`config.mk`:
```
export PLATFORM = sky130hd
export DESIGN_NAME = position_converter_test_latch
export DESIGN_NICKNAME = d
export VERILOG_FILES = /design/src/test_latch_pkg.sv /design/src/ratio_if.sv /design/src/ratio_divider.sv /design/src/cpu_watchdog.sv /design/src/position_converter_test_latch.sv
export SDC_FILE = /design/constraint.sdc
export NUM_CORES = 2
export LEC_CHECK = 0
export BUFFER_PORTS_ARGS = -buffer_cell sky130_fd_sc_hd__buf_2
export CAP_MARGIN = 20
export CORE_AREA = 2 2 546 548
export DETAILED_ROUTE_END_ITERATION = 6
export DIE_AREA = 0 0 548 550
export PLACE_DENSITY = 0.54
export REMOVE_ABC_BUFFERS = 1
export SETUP_SLACK_MARGIN = 0.5
export SLEW_MARGIN = 20
export SYNTH_ARGS = -nofsm -noshare
export SYNTH_HDL_FRONTEND = slang
export SYNTH_SLANG_ARGS = --single-unit
```
`constraint.sdc`:
```
create_clock -name CORE_CLK -period 14.66 [get_ports CORE_CLK]
set_clock_uncertainty 0.05 [all_clocks]
set_input_delay 0.733 -clock CORE_CLK [delete_from_list [all_inputs] [get_ports CORE_CLK]]
set_output_delay 0.733 -clock CORE_CLK [all_outputs]
set_load 0.02 [all_outputs]
```
`src/test_latch_pkg.sv`:
```
/*
 Shared constants, layouts and helper functions for the position converter
 test and latch logic. Assumes a 25 MHz core clock and 16-bit data words.
*/
package test_latch_pkg;
   // channel counts and word width
   localparam int MEAS_CH = 8;
   localparam int STIM_PAIRS = 6;
   localparam int STIM_OUTS = 12;
   localparam int WORD_W = 16;
   localparam int CLK_NS = 40;

   // check tolerances in parts per million of full scale
   localparam int FS_COUNTS = 65536;
   localparam int TOL_MEAS_PPM = 1000;
   localparam int TOL_STIM_PPM = 2000;
   localparam logic [16:0] TOL_MEAS_CNT = 17'(FS_COUNTS * TOL_MEAS_PPM / 1000000);
   localparam logic [16:0] TOL_STIM_CNT = 17'(FS_COUNTS * TOL_STIM_PPM / 1000000);

   // initiated test sequence
   localparam int INIT_STEPS = 20;
   localparam logic [4:0] STEP_LAST = 5'(INIT_STEPS - 1);
   localparam int SETTLE_NS = 20000;
   localparam int SETTLE_CYC = (SETTLE_NS + CLK_NS - 1) / CLK_NS;
   localparam int WAIT_W = $clog2(SETTLE_CYC);
   localparam logic [WAIT_W-1:0] SETTLE_LAST = WAIT_W'(SETTLE_CYC - 1);
   localparam logic [15:0] POS_BASE = 16'h9000;
   localparam logic [15:0] POS_STEP = 16'h0c00;

   // ratio computation
   localparam logic [16:0] REF_TWO_WIRE = 17'h08000;
   localparam logic [15:0] RATIO_MAX = 16'h7fff;
   localparam logic [4:0] DIV_ITER = 5'h10;

   // synchronised pin vector layout
   localparam int PIN_MSIG = 0;
   localparam int PIN_MEXC = 8;
   localparam int PIN_SSIG = 16;
   localparam int PIN_SEXC = 22;
   localparam int PIN_KICK = 28;
   localparam int PIN_W = 29;

   // magnitude of the difference of two signed words
   function automatic logic [16:0] adiff(input logic [15:0] a, input logic [15:0] b);
      logic signed [16:0] d;
      d = signed'({a[15], a}) - signed'({b[15], b});
      return d[16] ? 17'(-d) : 17'(d);
   endfunction

   // stimulus position used at a given step of the initiated test
   function automatic logic [15:0] step_pos(input logic [4:0] step);
      return 16'(POS_BASE + 16'(step) * POS_STEP);
   endfunction
endpackage

```
`src/ratio_if.sv`:
```
/*
 Request and answer signals between the core and the ratio divider.
 Assumes both ends run on the same core clock.
*/
`timescale 1ns/10ps
interface ratio_if;
   logic start;
   logic busy;
   logic done;
   logic signed [16:0] num;
   logic [16:0] den;
   logic signed [15:0] quo;

   modport requester (output start, output num, output den, input busy, input done, input quo);
   modport solver (input start, input num, input den, output busy, output done, output quo);
endinterface

```
`src/ratio_divider.sv`:
```
/*
 Sequential divider giving num * 2^15 / den as a saturated signed word.
 Assumes |num| <= 2 * den in normal use; takes 16 iterations per request.
*/
`timescale 1ns/10ps
module ratio_divider
   import test_latch_pkg::*;
(
   // clock and reset
   input wire logic clk,
   input wire logic rst_n,
   // request and answer
   ratio_if.solver rq
);
   typedef struct packed {
      logic busy;
      logic done;
      logic neg;
      logic zero;
      logic [4:0] k;
      logic [17:0] rem;
      logic [16:0] den;
      logic [15:0] q;
      logic signed [15:0] quo;
   } div_t;

   div_t s_q;
   div_t s_d;

   // one restoring step per cycle keeps the area to one subtractor
   always_comb
   begin
      logic ge;
      logic [15:0] qf;
      logic [15:0] mag;
      ge = 1'b0;
      qf = '0;
      mag = '0;
      s_d = s_q;
      s_d.done = 1'b0;
      if (!s_q.busy)
      begin
         if (rq.start)
         begin
            s_d.busy = 1'b1;
            s_d.k = DIV_ITER;
            s_d.neg = rq.num[16];
            s_d.rem = {1'b0, 17'(rq.num[16] ? -rq.num : rq.num)};
            s_d.den = rq.den;
            s_d.zero = (rq.den == '0);
            s_d.q = '0;
         end
      end
      else
      begin
         ge = (s_q.rem >= {1'b0, s_q.den});
         qf = {s_q.q[14:0], ge};
         s_d.q = qf;
         s_d.rem = (ge ? s_q.rem - {1'b0, s_q.den} : s_q.rem) << 1;
         s_d.k = s_q.k - 5'h01;
         if (s_q.k == 5'h01)
         begin
            mag = qf[15] ? RATIO_MAX : qf; // full deflection saturates
            s_d.busy = 1'b0;
            s_d.done = 1'b1;
            s_d.quo = s_q.zero ? '0 : (s_q.neg ? -signed'(mag) : signed'(mag));
         end
      end
   end

   always_ff @(posedge clk)
   begin
      if (!rst_n)
         s_q <= '0;
      else
         s_q <= s_d;
   end

   assign rq.busy = s_q.busy;
   assign rq.done = s_q.done;
   assign rq.quo = s_q.quo;
endmodule

```
`src/cpu_watchdog.sv`:
```
/*
 Watchdog that flags a stalled on-board processor.
 Assumes kick is a one-cycle pulse on the core clock.
*/
`timescale 1ns/10ps
module cpu_watchdog #(
   parameter int TIMEOUT_CYC = 25000000
) (
   // clock and reset
   input wire logic clk,
   input wire logic rst_n,
   // supervision
   input wire logic kick,
   output logic expired
);
   localparam int CNT_W = $clog2(TIMEOUT_CYC + 1);
   localparam logic [CNT_W-1:0] CNT_LAST = CNT_W'(TIMEOUT_CYC - 1);

   typedef struct packed {
      logic [CNT_W-1:0] cnt;
      logic expired;
   } wdog_t;

   wdog_t s_q;
   wdog_t s_d;

   if (TIMEOUT_CYC < 2)
      $error("watchdog timeout too short");

   // expiry stays until the processor kicks again
   always_comb
   begin
      s_d = s_q;
      if (kick)
      begin
         s_d.cnt = '0;
         s_d.expired = 1'b0;
      end
      else if (s_q.cnt == CNT_LAST)
         s_d.expired = 1'b1;
      else
         s_d.cnt = s_q.cnt + 1'b1;
   end

   always_ff @(posedge clk)
   begin
      if (!rst_n)
         s_q <= '0;
      else
         s_q <= s_d;
   end

   assign expired = s_q.expired;
endmodule

```
`src/position_converter_test_latch.sv`:
```
/*
 Latch, ratio, self-test and supervision core for eight measurement and
 six stimulus pair channels. Assumes the host logic drives the control
 ports on CORE_CLK; presence and kick pins come from outside and are
 synchronised here.
*/
`timescale 1ns/10ps
// Contract
// - latch command freezes all channels together
// - reading latched channel releases only that one
// - unlatched reads return newest result, no waits
// - data and commands are 16-bit words
// - malfunctions flagged within five seconds, unpolled
// - background test enable, transparent to operation
// - background stimulus compare, 0.2% FS limit
// - background measurement check, 0.1% FS limit
// - signal and excitation loss per channel
// - background failure interrupts only when enabled
// - initiated measurement test isolates, checks 0.1%
// - initiated stimulus test steps twenty positions
// - stimulus outputs stay driven during test
// - host starts and stops initiated test
// - initiated failure interrupts when enabled
// - loopback isolates inputs, host writes/reads back
// - loopback leaves stimulus channels alone
// - ratio (A-B)/(A+B), or A over reference
// - watchdog supervises on-board processor
// - identity words readable from nonvolatile store; here fixed by the PART_ID to REV_ID parameters
// - two-wire pair drives outputs from own words
module position_converter_test_latch
   import test_latch_pkg::*;
#(
   parameter int WDOG_CYC = 25000000,
   parameter logic [15:0] PART_ID = 16'h1234, // arbitrary value
   parameter logic [15:0] SERIAL_ID = 16'h0001, // arbitrary value
   parameter logic [15:0] DATE_ID = 16'h0101, // arbitrary value
   parameter logic [15:0] REV_ID = 16'h0010 // arbitrary value
) (
   // clock and reset
   input wire logic CORE_CLK,
   input wire logic RSTN,
   // test mode controls
   input wire logic BACKGROUND_CHECK_ENABLE,
   input wire logic INITIATED_CHECK_START,
   input wire logic INTERFACE_LOOPBACK_CHECK,
   input wire logic IRQ_EN_BG,
   input wire logic IRQ_EN_INIT,
   input wire logic STATUS_CLR,
   // latch and read
   input wire logic LATCH_CMD,
   input wire logic RD_STB,
   input wire logic [2:0] RD_CHAN,
   output logic [15:0] RD_DATA,
   // loopback writes
   input wire logic LB_WR_STB,
   input wire logic [2:0] LB_WR_CHAN,
   input wire logic [15:0] LB_WR_DATA,
   // converter front end
   input wire logic [MEAS_CH-1:0][15:0] SEC_A,
   input wire logic [MEAS_CH-1:0][15:0] SEC_B,
   input wire logic [MEAS_CH-1:0] MEAS_WIRE34,
   input wire logic [MEAS_CH-1:0][15:0] MEAS_BIT_REF,
   output logic MEAS_ISOLATE,
   output logic [15:0] TEST_LEVEL,
   // stimulus channels
   input wire logic [STIM_OUTS-1:0][15:0] STIM_POS,
   input wire logic [STIM_PAIRS-1:0] STIM_WIRE34,
   input wire logic [STIM_PAIRS-1:0] STIM_ON,
   input wire logic [STIM_OUTS-1:0][15:0] STIM_WRAP,
   output logic [STIM_OUTS-1:0][15:0] STIM_CMD,
   output logic [STIM_PAIRS-1:0] STIM_DRIVE,
   // supervision pins
   input wire logic [MEAS_CH-1:0] MEAS_SIG_OK,
   input wire logic [MEAS_CH-1:0] MEAS_EXC_OK,
   input wire logic [STIM_PAIRS-1:0] STIM_SIG_OK,
   input wire logic [STIM_PAIRS-1:0] STIM_EXC_OK,
   input wire logic CPU_KICK,
   output logic CPU_RST_REQ,
   // status
   output logic [MEAS_CH-1:0] MEAS_FAIL,
   output logic [MEAS_CH-1:0] MEAS_SIG_LOSS,
   output logic [MEAS_CH-1:0] MEAS_EXC_LOSS,
   output logic [STIM_OUTS-1:0] STIM_FAIL,
   output logic [STIM_PAIRS-1:0] STIM_SIG_LOSS,
   output logic [STIM_PAIRS-1:0] STIM_EXC_LOSS,
   output logic INIT_BUSY,
   output logic INIT_DONE_FLAG,
   output logic IRQ,
   // identity
   output logic [15:0] PART_NUM,
   output logic [15:0] SERIAL_NUM,
   output logic [15:0] DATE_CODE,
   output logic [15:0] REV_LEVEL
);
   typedef enum logic [1:0] {INIT_IDLE, INIT_SETTLE, INIT_CHECK, INIT_DONE} init_state_t;

   typedef struct packed {
      logic [PIN_W-1:0] sync1;
      logic [PIN_W-1:0] sync2;
      logic [PIN_W-1:0] sync3;
      logic [PIN_W-1:0] filt;
      logic kick_q;
      logic [MEAS_CH-1:0][15:0] live;
      logic [MEAS_CH-1:0][15:0] snap;
      logic [MEAS_CH-1:0] latched;
      logic [15:0] rd_data;
      logic [2:0] ch;
      logic [STIM_OUTS-1:0][15:0] cmd;
      logic [STIM_PAIRS-1:0] drive;
      logic [15:0] test_lvl;
      logic [MEAS_CH-1:0] meas_fail;
      logic [MEAS_CH-1:0] meas_sig_loss;
      logic [MEAS_CH-1:0] meas_exc_loss;
      logic [STIM_OUTS-1:0] stim_fail;
      logic [STIM_PAIRS-1:0] stim_sig_loss;
      logic [STIM_PAIRS-1:0] stim_exc_loss;
      logic bg_hit;
      logic init_hit;
      logic irq;
      init_state_t state;
      logic [4:0] step;
      logic [WAIT_W-1:0] wait_cnt;
   } core_t;

   core_t s_q;
   core_t s_d;
   logic [PIN_W-1:0] pins;
   logic init_act;
   logic bg_act;
   logic kick;

   ratio_if div ();

   if (WDOG_CYC < 2)
      $error("WDOG_CYC must be at least 2");

   // sequential divider shared by all eight channels, round robin
   ratio_divider u_div (
      .clk(CORE_CLK),
      .rst_n(RSTN),
      .rq(div)
   );

   cpu_watchdog #(
      .TIMEOUT_CYC(WDOG_CYC)
   ) u_wdog (
      .clk(CORE_CLK),
      .rst_n(RSTN),
      .kick(kick),
      .expired(CPU_RST_REQ)
   );

   // ratio request for the channel whose turn it is
   assign div.start = !div.busy && !div.done;
   assign div.num = MEAS_WIRE34[s_q.ch] ?
      signed'({1'b0, SEC_A[s_q.ch]}) - signed'({1'b0, SEC_B[s_q.ch]}) :
      signed'({SEC_A[s_q.ch][15], SEC_A[s_q.ch]});
   assign div.den = MEAS_WIRE34[s_q.ch] ?
      {1'b0, SEC_A[s_q.ch]} + {1'b0, SEC_B[s_q.ch]} : REF_TWO_WIRE;

   // mode decode shared by the next-state logic and the ports
   assign pins = {CPU_KICK, STIM_EXC_OK, STIM_SIG_OK, MEAS_EXC_OK, MEAS_SIG_OK};
   assign init_act = (s_q.state == INIT_SETTLE) || (s_q.state == INIT_CHECK);
   assign bg_act = BACKGROUND_CHECK_ENABLE && !init_act && !INTERFACE_LOOPBACK_CHECK;
   assign kick = s_q.filt[PIN_KICK] != s_q.kick_q;

   // whole next state; clears come first so a same-cycle set wins
   always_comb
   begin
      logic [15:0] tp;
      tp = step_pos(s_q.step);
      s_d = s_q;

      // three-stage pin synchroniser, change taken once stages agree
      s_d.sync1 = pins;
      s_d.sync2 = s_q.sync1;
      s_d.sync3 = s_q.sync2;
      for (int i = 0; i < PIN_W; i++)
      begin
         if (s_q.sync2[i] == s_q.sync3[i])
            s_d.filt[i] = s_q.sync2[i];
      end
      s_d.kick_q = s_q.filt[PIN_KICK];

      // converter results keep tracking whatever the latch does
      if (div.done)
      begin
         if (!INTERFACE_LOOPBACK_CHECK)
            s_d.live[s_q.ch] = div.quo;
         s_d.ch = s_q.ch + 3'h1;
      end
      if (INTERFACE_LOOPBACK_CHECK && LB_WR_STB)
         s_d.live[LB_WR_CHAN] = LB_WR_DATA;

      // read returns snapshot or live word and frees that channel
      if (RD_STB)
      begin
         s_d.rd_data = s_q.latched[RD_CHAN] ? s_q.snap[RD_CHAN] : s_q.live[RD_CHAN];
         s_d.latched[RD_CHAN] = 1'b0;
      end
      if (LATCH_CMD)
      begin
         s_d.snap = s_q.live;
         s_d.latched = '1;
      end

      // status clear by the host
      if (STATUS_CLR)
      begin
         s_d.meas_fail = '0;
         s_d.meas_sig_loss = '0;
         s_d.meas_exc_loss = '0;
         s_d.stim_fail = '0;
         s_d.stim_sig_loss = '0;
         s_d.stim_exc_loss = '0;
         s_d.bg_hit = 1'b0;
         s_d.init_hit = 1'b0;
      end

      // stimulus commands; a STIM_WIRE34 pair shares the A word, other pairs use their own words
      for (int p = 0; p < STIM_PAIRS; p++)
      begin
         if (init_act)
         begin
            s_d.cmd[2*p] = tp;
            s_d.cmd[2*p+1] = tp;
         end
         else
         begin
            s_d.cmd[2*p] = STIM_POS[2*p];
            s_d.cmd[2*p+1] = STIM_WIRE34[p] ? STIM_POS[2*p] : STIM_POS[2*p+1];
         end
      end
      s_d.drive = init_act ? '1 : STIM_ON;
      s_d.test_lvl = init_act ? tp : '0;

      // background checks run every cycle, far inside the alert limit
      if (bg_act)
      begin
         for (int k = 0; k < STIM_OUTS; k++)
         begin
            if (adiff(STIM_WRAP[k], s_q.cmd[k]) > TOL_STIM_CNT)
            begin
               s_d.stim_fail[k] = 1'b1;
               s_d.bg_hit = 1'b1;
            end
         end
         for (int c = 0; c < MEAS_CH; c++)
         begin
            if (adiff(s_q.live[c], MEAS_BIT_REF[c]) > TOL_MEAS_CNT)
            begin
               s_d.meas_fail[c] = 1'b1;
               s_d.bg_hit = 1'b1;
            end
            if (!s_q.filt[PIN_MSIG+c] || !s_q.filt[PIN_MEXC+c])
               s_d.bg_hit = 1'b1;
            if (!s_q.filt[PIN_MSIG+c])
               s_d.meas_sig_loss[c] = 1'b1;
            if (!s_q.filt[PIN_MEXC+c])
               s_d.meas_exc_loss[c] = 1'b1;
         end
         for (int p = 0; p < STIM_PAIRS; p++)
         begin
            if (!s_q.filt[PIN_SSIG+p] || !s_q.filt[PIN_SEXC+p])
               s_d.bg_hit = 1'b1;
            if (!s_q.filt[PIN_SSIG+p])
               s_d.stim_sig_loss[p] = 1'b1;
            if (!s_q.filt[PIN_SEXC+p])
               s_d.stim_exc_loss[p] = 1'b1;
         end
      end

      // initiated test sequencer; latch state is deliberately untouched
      case (s_q.state)
         INIT_IDLE:
         begin
            if (INITIATED_CHECK_START)
            begin
               s_d.state = INIT_SETTLE;
               s_d.step = '0;
               s_d.wait_cnt = '0;
            end
         end
         INIT_SETTLE:
         begin
            if (s_q.wait_cnt == SETTLE_LAST)
               s_d.state = INIT_CHECK;
            else
               s_d.wait_cnt = s_q.wait_cnt + 1'b1;
         end
         INIT_CHECK:
         begin
            for (int k = 0; k < STIM_OUTS; k++)
            begin
               if (adiff(STIM_WRAP[k], tp) > TOL_STIM_CNT)
               begin
                  s_d.stim_fail[k] = 1'b1;
                  s_d.init_hit = 1'b1;
               end
            end
            for (int c = 0; c < MEAS_CH; c++)
            begin
               if (adiff(s_q.live[c], tp) > TOL_MEAS_CNT)
               begin
                  s_d.meas_fail[c] = 1'b1;
                  s_d.init_hit = 1'b1;
               end
            end
            if (s_q.step == STEP_LAST)
               s_d.state = INIT_DONE;
            else
            begin
               s_d.step = s_q.step + 5'h01;
               s_d.wait_cnt = '0;
               s_d.state = INIT_SETTLE;
            end
         end
         INIT_DONE:
            s_d.state = INIT_DONE;
         default:
            s_d.state = INIT_IDLE;
      endcase
      if (!INITIATED_CHECK_START)
         s_d.state = INIT_IDLE;

      // interrupt follows sticky hits gated by the enables
      s_d.irq = (s_q.bg_hit && IRQ_EN_BG) || (s_q.init_hit && IRQ_EN_INIT);
   end

   // one register for the whole core; pins idle as present
   always_ff @(posedge CORE_CLK)
   begin
      if (!RSTN)
      begin
         s_q <= '0;
         s_q.sync1 <= '1;
         s_q.sync2 <= '1;
         s_q.sync3 <= '1;
         s_q.filt <= '1;
         s_q.kick_q <= 1'b1;
      end
      else
         s_q <= s_d;
   end

   // outputs
   assign RD_DATA = s_q.rd_data;
   assign MEAS_ISOLATE = init_act || INTERFACE_LOOPBACK_CHECK;
   assign TEST_LEVEL = s_q.test_lvl;
   assign STIM_CMD = s_q.cmd;
   assign STIM_DRIVE = s_q.drive;
   assign MEAS_FAIL = s_q.meas_fail;
   assign MEAS_SIG_LOSS = s_q.meas_sig_loss;
   assign MEAS_EXC_LOSS = s_q.meas_exc_loss;
   assign STIM_FAIL = s_q.stim_fail;
   assign STIM_SIG_LOSS = s_q.stim_sig_loss;
   assign STIM_EXC_LOSS = s_q.stim_exc_loss;
   assign INIT_BUSY = init_act;
   assign INIT_DONE_FLAG = s_q.state == INIT_DONE;
   assign IRQ = s_q.irq;
   assign PART_NUM = PART_ID;
   assign SERIAL_NUM = SERIAL_ID;
   assign DATE_CODE = DATE_ID;
   assign REV_LEVEL = REV_ID;
endmodule

```
==> impl_metrics.yaml <==
outcome:
  outcome: "complete, but fails checks"
  failed_checks: "DRC"
layout:
  drive_above_1_share_pct: 16.3
  final_util_pct: 28.6
  multi_input_area_um2: 52000
  fill_cells: 32200
  syn_to_final_growth_pct: 14.9
  regArea_um2: 15500
  nNetsFinal: 11600
global_route:
  grt-ovfl-total: 0
  first_global_vias: 65700
  antenna_found_initial: 106
  grt_pass1_wl_mm: 446
  track_usage_pct: 19.7
  grt_max_degree: 185
floorplanning:
  fp.dieW_um: 548
  die_h_um: 550
  num_rows: 200
  start_util_pct: 24.9
  io_pins: 1197
  coreArea_um2: 296000
  die-area_um2: 301000
power:
  ir_drop_mv: 0.0920
  clockPowerShare_pct: 33.6
  p_seq_share_pct: 31.4
  p_sw_share_pct: 37.5
  p_int_mw: 4.59
  leakagePower_nw: 35.9
  powerDensity_nw_per_um2: 86.8
  combPwrFrac_pct: 35.0
  p_sw_mw: 2.75
  p_total_mw: 7.35
critical_path:
  crit_chain: "ha_4, fa_4, ha_1, inv_2, buf_4, ha_1, o21ai_0, nand2b_1, a211oi_1, mux2_2, nand2_1, o32ai_1, o21ai_0, a2111oi_0, nand3_1, nor4_1, and3_1, a21boi_1"
  regToRegEndpoint: "s_q[17]"
  critPathMaxStageDelay_ns: 0.83
  r2r_cells: 18
  worstReg2RegStart: "s_q[9]"
  worst_ep_arrival_time_ns: 7.20
  worst-path-max-fanout: 25
  cp-start-kind: "flop"
  crit_path_top_delay_cell: "dfxtp_4"
  criticalPathCategory: "flop to flop"
  cp-end-kind: "flop"
  cp.required_ns: 15.23
  reg2reg_slack_ns: 8.02
clocking:
  path_clk_slew_ns: 0.06
  cts_resized: 0
  cts_hold_buf: 0
  cts_made_buffers: 93
  cts_root_buffer: "clkbuf_16"
  cts_sinks: 772
  cts_max_level: 3
  postCtsSetupRepairBufs: 0
  insertion_delay_ns: 0.74
  cts_tree: "yes"
  clockBufferDepth: 3
place:
  port_buffers: 1122
  gp_congestion: 0.924
  dp_hpwl_mm: 256
  post-place-ws_ns: 7.93
detailed_routing:
  finalWirelength_mm: 314
  drc: 1
  drt_iter0_drc: 6235
  vias: 72700
  ant_nets: 0
  routedWlPerCell_um: 22.0
  via_per_inst: 5.09
  dr.pass1.iters: 7
worst_hold_path:
  hold_depth: 2
  min_from: "STIM_SIG_OK[5]"
  holdPathEnd: "s_d[644]"
  min-delay-path-class: "input port to flop"
sta:
  fin_crit_sh_pct: 45.3
  slew-limit-headroom_pct: 21.1
  fin_hold_ws_ns: 0.129
  min_period_ns: 6.64
  tightestPinTransition_ns: 1.18
  clock.fmax_mhz: 151
  grt_setup_unrepaired: "no"
  slew_violations: 0
  setup_violations: 0
  post-route-worst-setup-slack_ns: 8.02
  finalHoldViolations: 0
  setup_tns_ns: 0
synthesis:
  yosys_warnings: 0
  syn_inst: 9565
  yosysSeqAreaShare_pct: 21.0
  synth-seq-cells: 772
  synth_edf_count: 0
  syn_avg_cell_area_um2: 7.70
  synth_area_um2: 73700
  async_reset_ff_share_pct: 0
  yosysUniqueCellTypes: 118
  ys.flop_type: "dfxtp_1"
job:
  maxCapViolCount: 0
-- state kept, by name, summed over array words and instances, names as in the netlist, 12 cells and up --
register and cells:
RD_DATA 16, STIM_CMD 192, STIM_FAIL 12, s_d 59, s_q 343, u_div.rq.quo 16
u_div.s_q 57, u_wdog.s_q 25
-- routing by layer --
metal | vias up | part of all wire (%) | routed length, um | GRT usage, %
li1 | 35500 | - | - | -
met1 | 34300 | 45 | 140000 | 26.3
met2 | 2412 | 45 | 140000 | 31.5
met3 | 449 | 6.2 | 19600 | 3.02
met4 | 30 | 4.3 | 13600 | 8.15
met5 | - | 0.065 | 205 | 0
-- logic make-up after synthesis --
kind of cell               Yosys count  synth area share (%)
and+or+nand+nor                   3290                  22.0
AOI/OAI and AO/OA                 2384                  21.7
buffers and inverters             1411                  8.97
DFF                                772                  21.0
muxes                              637                  10.1
adders and majority gates          591                  10.5
xor gates and xnor gates           478                  5.68
other                                2                0.0102
-- power by group through the flow --
stage | combinational [mW] | clock [mW] | sequential, mW
floorplan | 1.72 | 0 | 2.35
global placement | 2.54 | 0 | 2.35
detailed placement | 2.54 | 0 | 2.35
CTS | 2.55 | 2.53 | 2.30
global route | 2.84 | 2.60 | 2.31
finish | 2.57 | 2.47 | 2.30
-- how the worst max path moves through the flow --
stage	start	end	slack, ns	cells after the start
3_3_place_gp	s_q[9]	s_q[17]	7.87	18
6_report	s_q[9]	s_q[17]	8.02	18
5_1_grt	s_q[9]	s_q[17]	7.55	18
2_1_floorplan	RSTN	STIM_CMD[0]	4.27	3
3_5_place_dp	s_q[9]	s_q[17]	7.93	18
4_1_cts	s_q[9]	s_q[17]	7.92	18
-- layout make-up --
| cell class | count | area share (%) |
|---|---|---|
| timing repair buffer | 1220 | 7.54 |
| sequential | 772 | 18.3 |
| inverter | 666 | 2.96 |
| antenna | 56 | 0.166 |
| clock inverter | 36 | 0.596 |
| multi-input combinational | 7454 | 61.5 |
| tap | 3939 | 5.82 |
| clock buffer | 135 | 3.15 |
-- synthesized netlist by cell type, drive strengths merged (38+ instances only) --
| library cell | n | share of area [%] |
|---|---|---|
| a21oi | 547 | 3.7 |
| nand3b | 57 | 0.58 |
| and3 | 96 | 0.82 |
| nor3b | 42 | 0.44 |
| nor4 | 89 | 0.78 |
| o31ai | 61 | 0.62 |
| and2 | 115 | 0.98 |
| nand3 | 244 | 1.7 |
| or3 | 94 | 0.80 |
| mux2 | 48 | 0.73 |
| o211ai | 97 | 0.99 |
| nor2b | 134 | 1.1 |
| mux4 | 82 | 2.5 |
| nor3 | 253 | 1.7 |
| o21a | 89 | 0.92 |
| fa | 44 | 1.2 |
| xnor2 | 270 | 3.2 |
| o2111ai | 38 | 0.46 |
| xor2 | 208 | 2.5 |
| mux2i | 507 | 6.9 |
| inv | 664 | 3.4 |
| nand2 | 637 | 3.2 |
| nor2 | 1060 | 5.4 |
| o21ai | 514 | 3.5 |
| or2 | 48 | 0.41 |
| a21o | 111 | 1.1 |
| buf | 407 | 3.8 |
| a31oi | 107 | 0.92 |
| a211oi | 221 | 2.3 |
| nand4 | 84 | 0.71 |
| dfxtp | 772 | 21 |
| o22ai | 48 | 0.41 |
| nand2b | 207 | 1.8 |
| clkbuf | 338 | 1.7 |
| ha | 547 | 9.3 |
-- cell usage in the layout (no fill, tap or decap), types with 56 or more instances in the layout --
| master | n |
|---|---|
| nand2b_1 | 206 |
| diode_2 | 56 |
| inv_1 | 662 |
| o211ai_1 | 97 |
| a21oi_1 | 546 |
| a31oi_1 | 105 |
| nor2b_1 | 133 |
| clkbuf_16 | 93 |
| or3_1 | 93 |
| xor2_1 | 208 |
| buf_2 | 1119 |
| dfxtp_1 | 767 |
| nand3b_1 | 57 |
| o21ai_0 | 499 |
| nand4_1 | 84 |
| buf_4 | 97 |
| mux2i_1 | 506 |
| nor4_1 | 81 |
| xnor2_1 | 268 |
| conb_1 | 74 |
| nor2_1 | 1052 |
| nor3_1 | 249 |
| mux4_2 | 82 |
| o31ai_1 | 61 |
| ha_1 | 546 |
| and3_1 | 95 |
| a211oi_1 | 215 |
| a21o_1 | 111 |
| nand2_1 | 636 |
| and2_1 | 113 |
| o21a_1 | 88 |
| nand3_1 | 239 |
-- through the flow --
stage | instance area [um^2] | cells
after global placement | 81300 | 14100
after CTS | 84500 | 14200
after floorplan | 69800 | 8892
final | 84600 | 14300
after detailed placement | 81300 | 14100
after global routing | 84600 | 14300
-- critical path: cells and delay by family (launching register included) --
| kind | cells | cell delay (ns) |
|---|---|---|
| adder cells (fa/ha/maj) | 4 | 1.86 |
| buffers and inverters | 2 | 0.77 |
| AO/OA/AOI/OAI | 6 | 1.17 |
| multiplexers | 1 | 0.36 |
| flip-flops | 1 | 0.83 |
| AND/OR/NAND/NOR | 5 | 1.44 |
No activity file was read; power rests on OpenSTA's default activity.
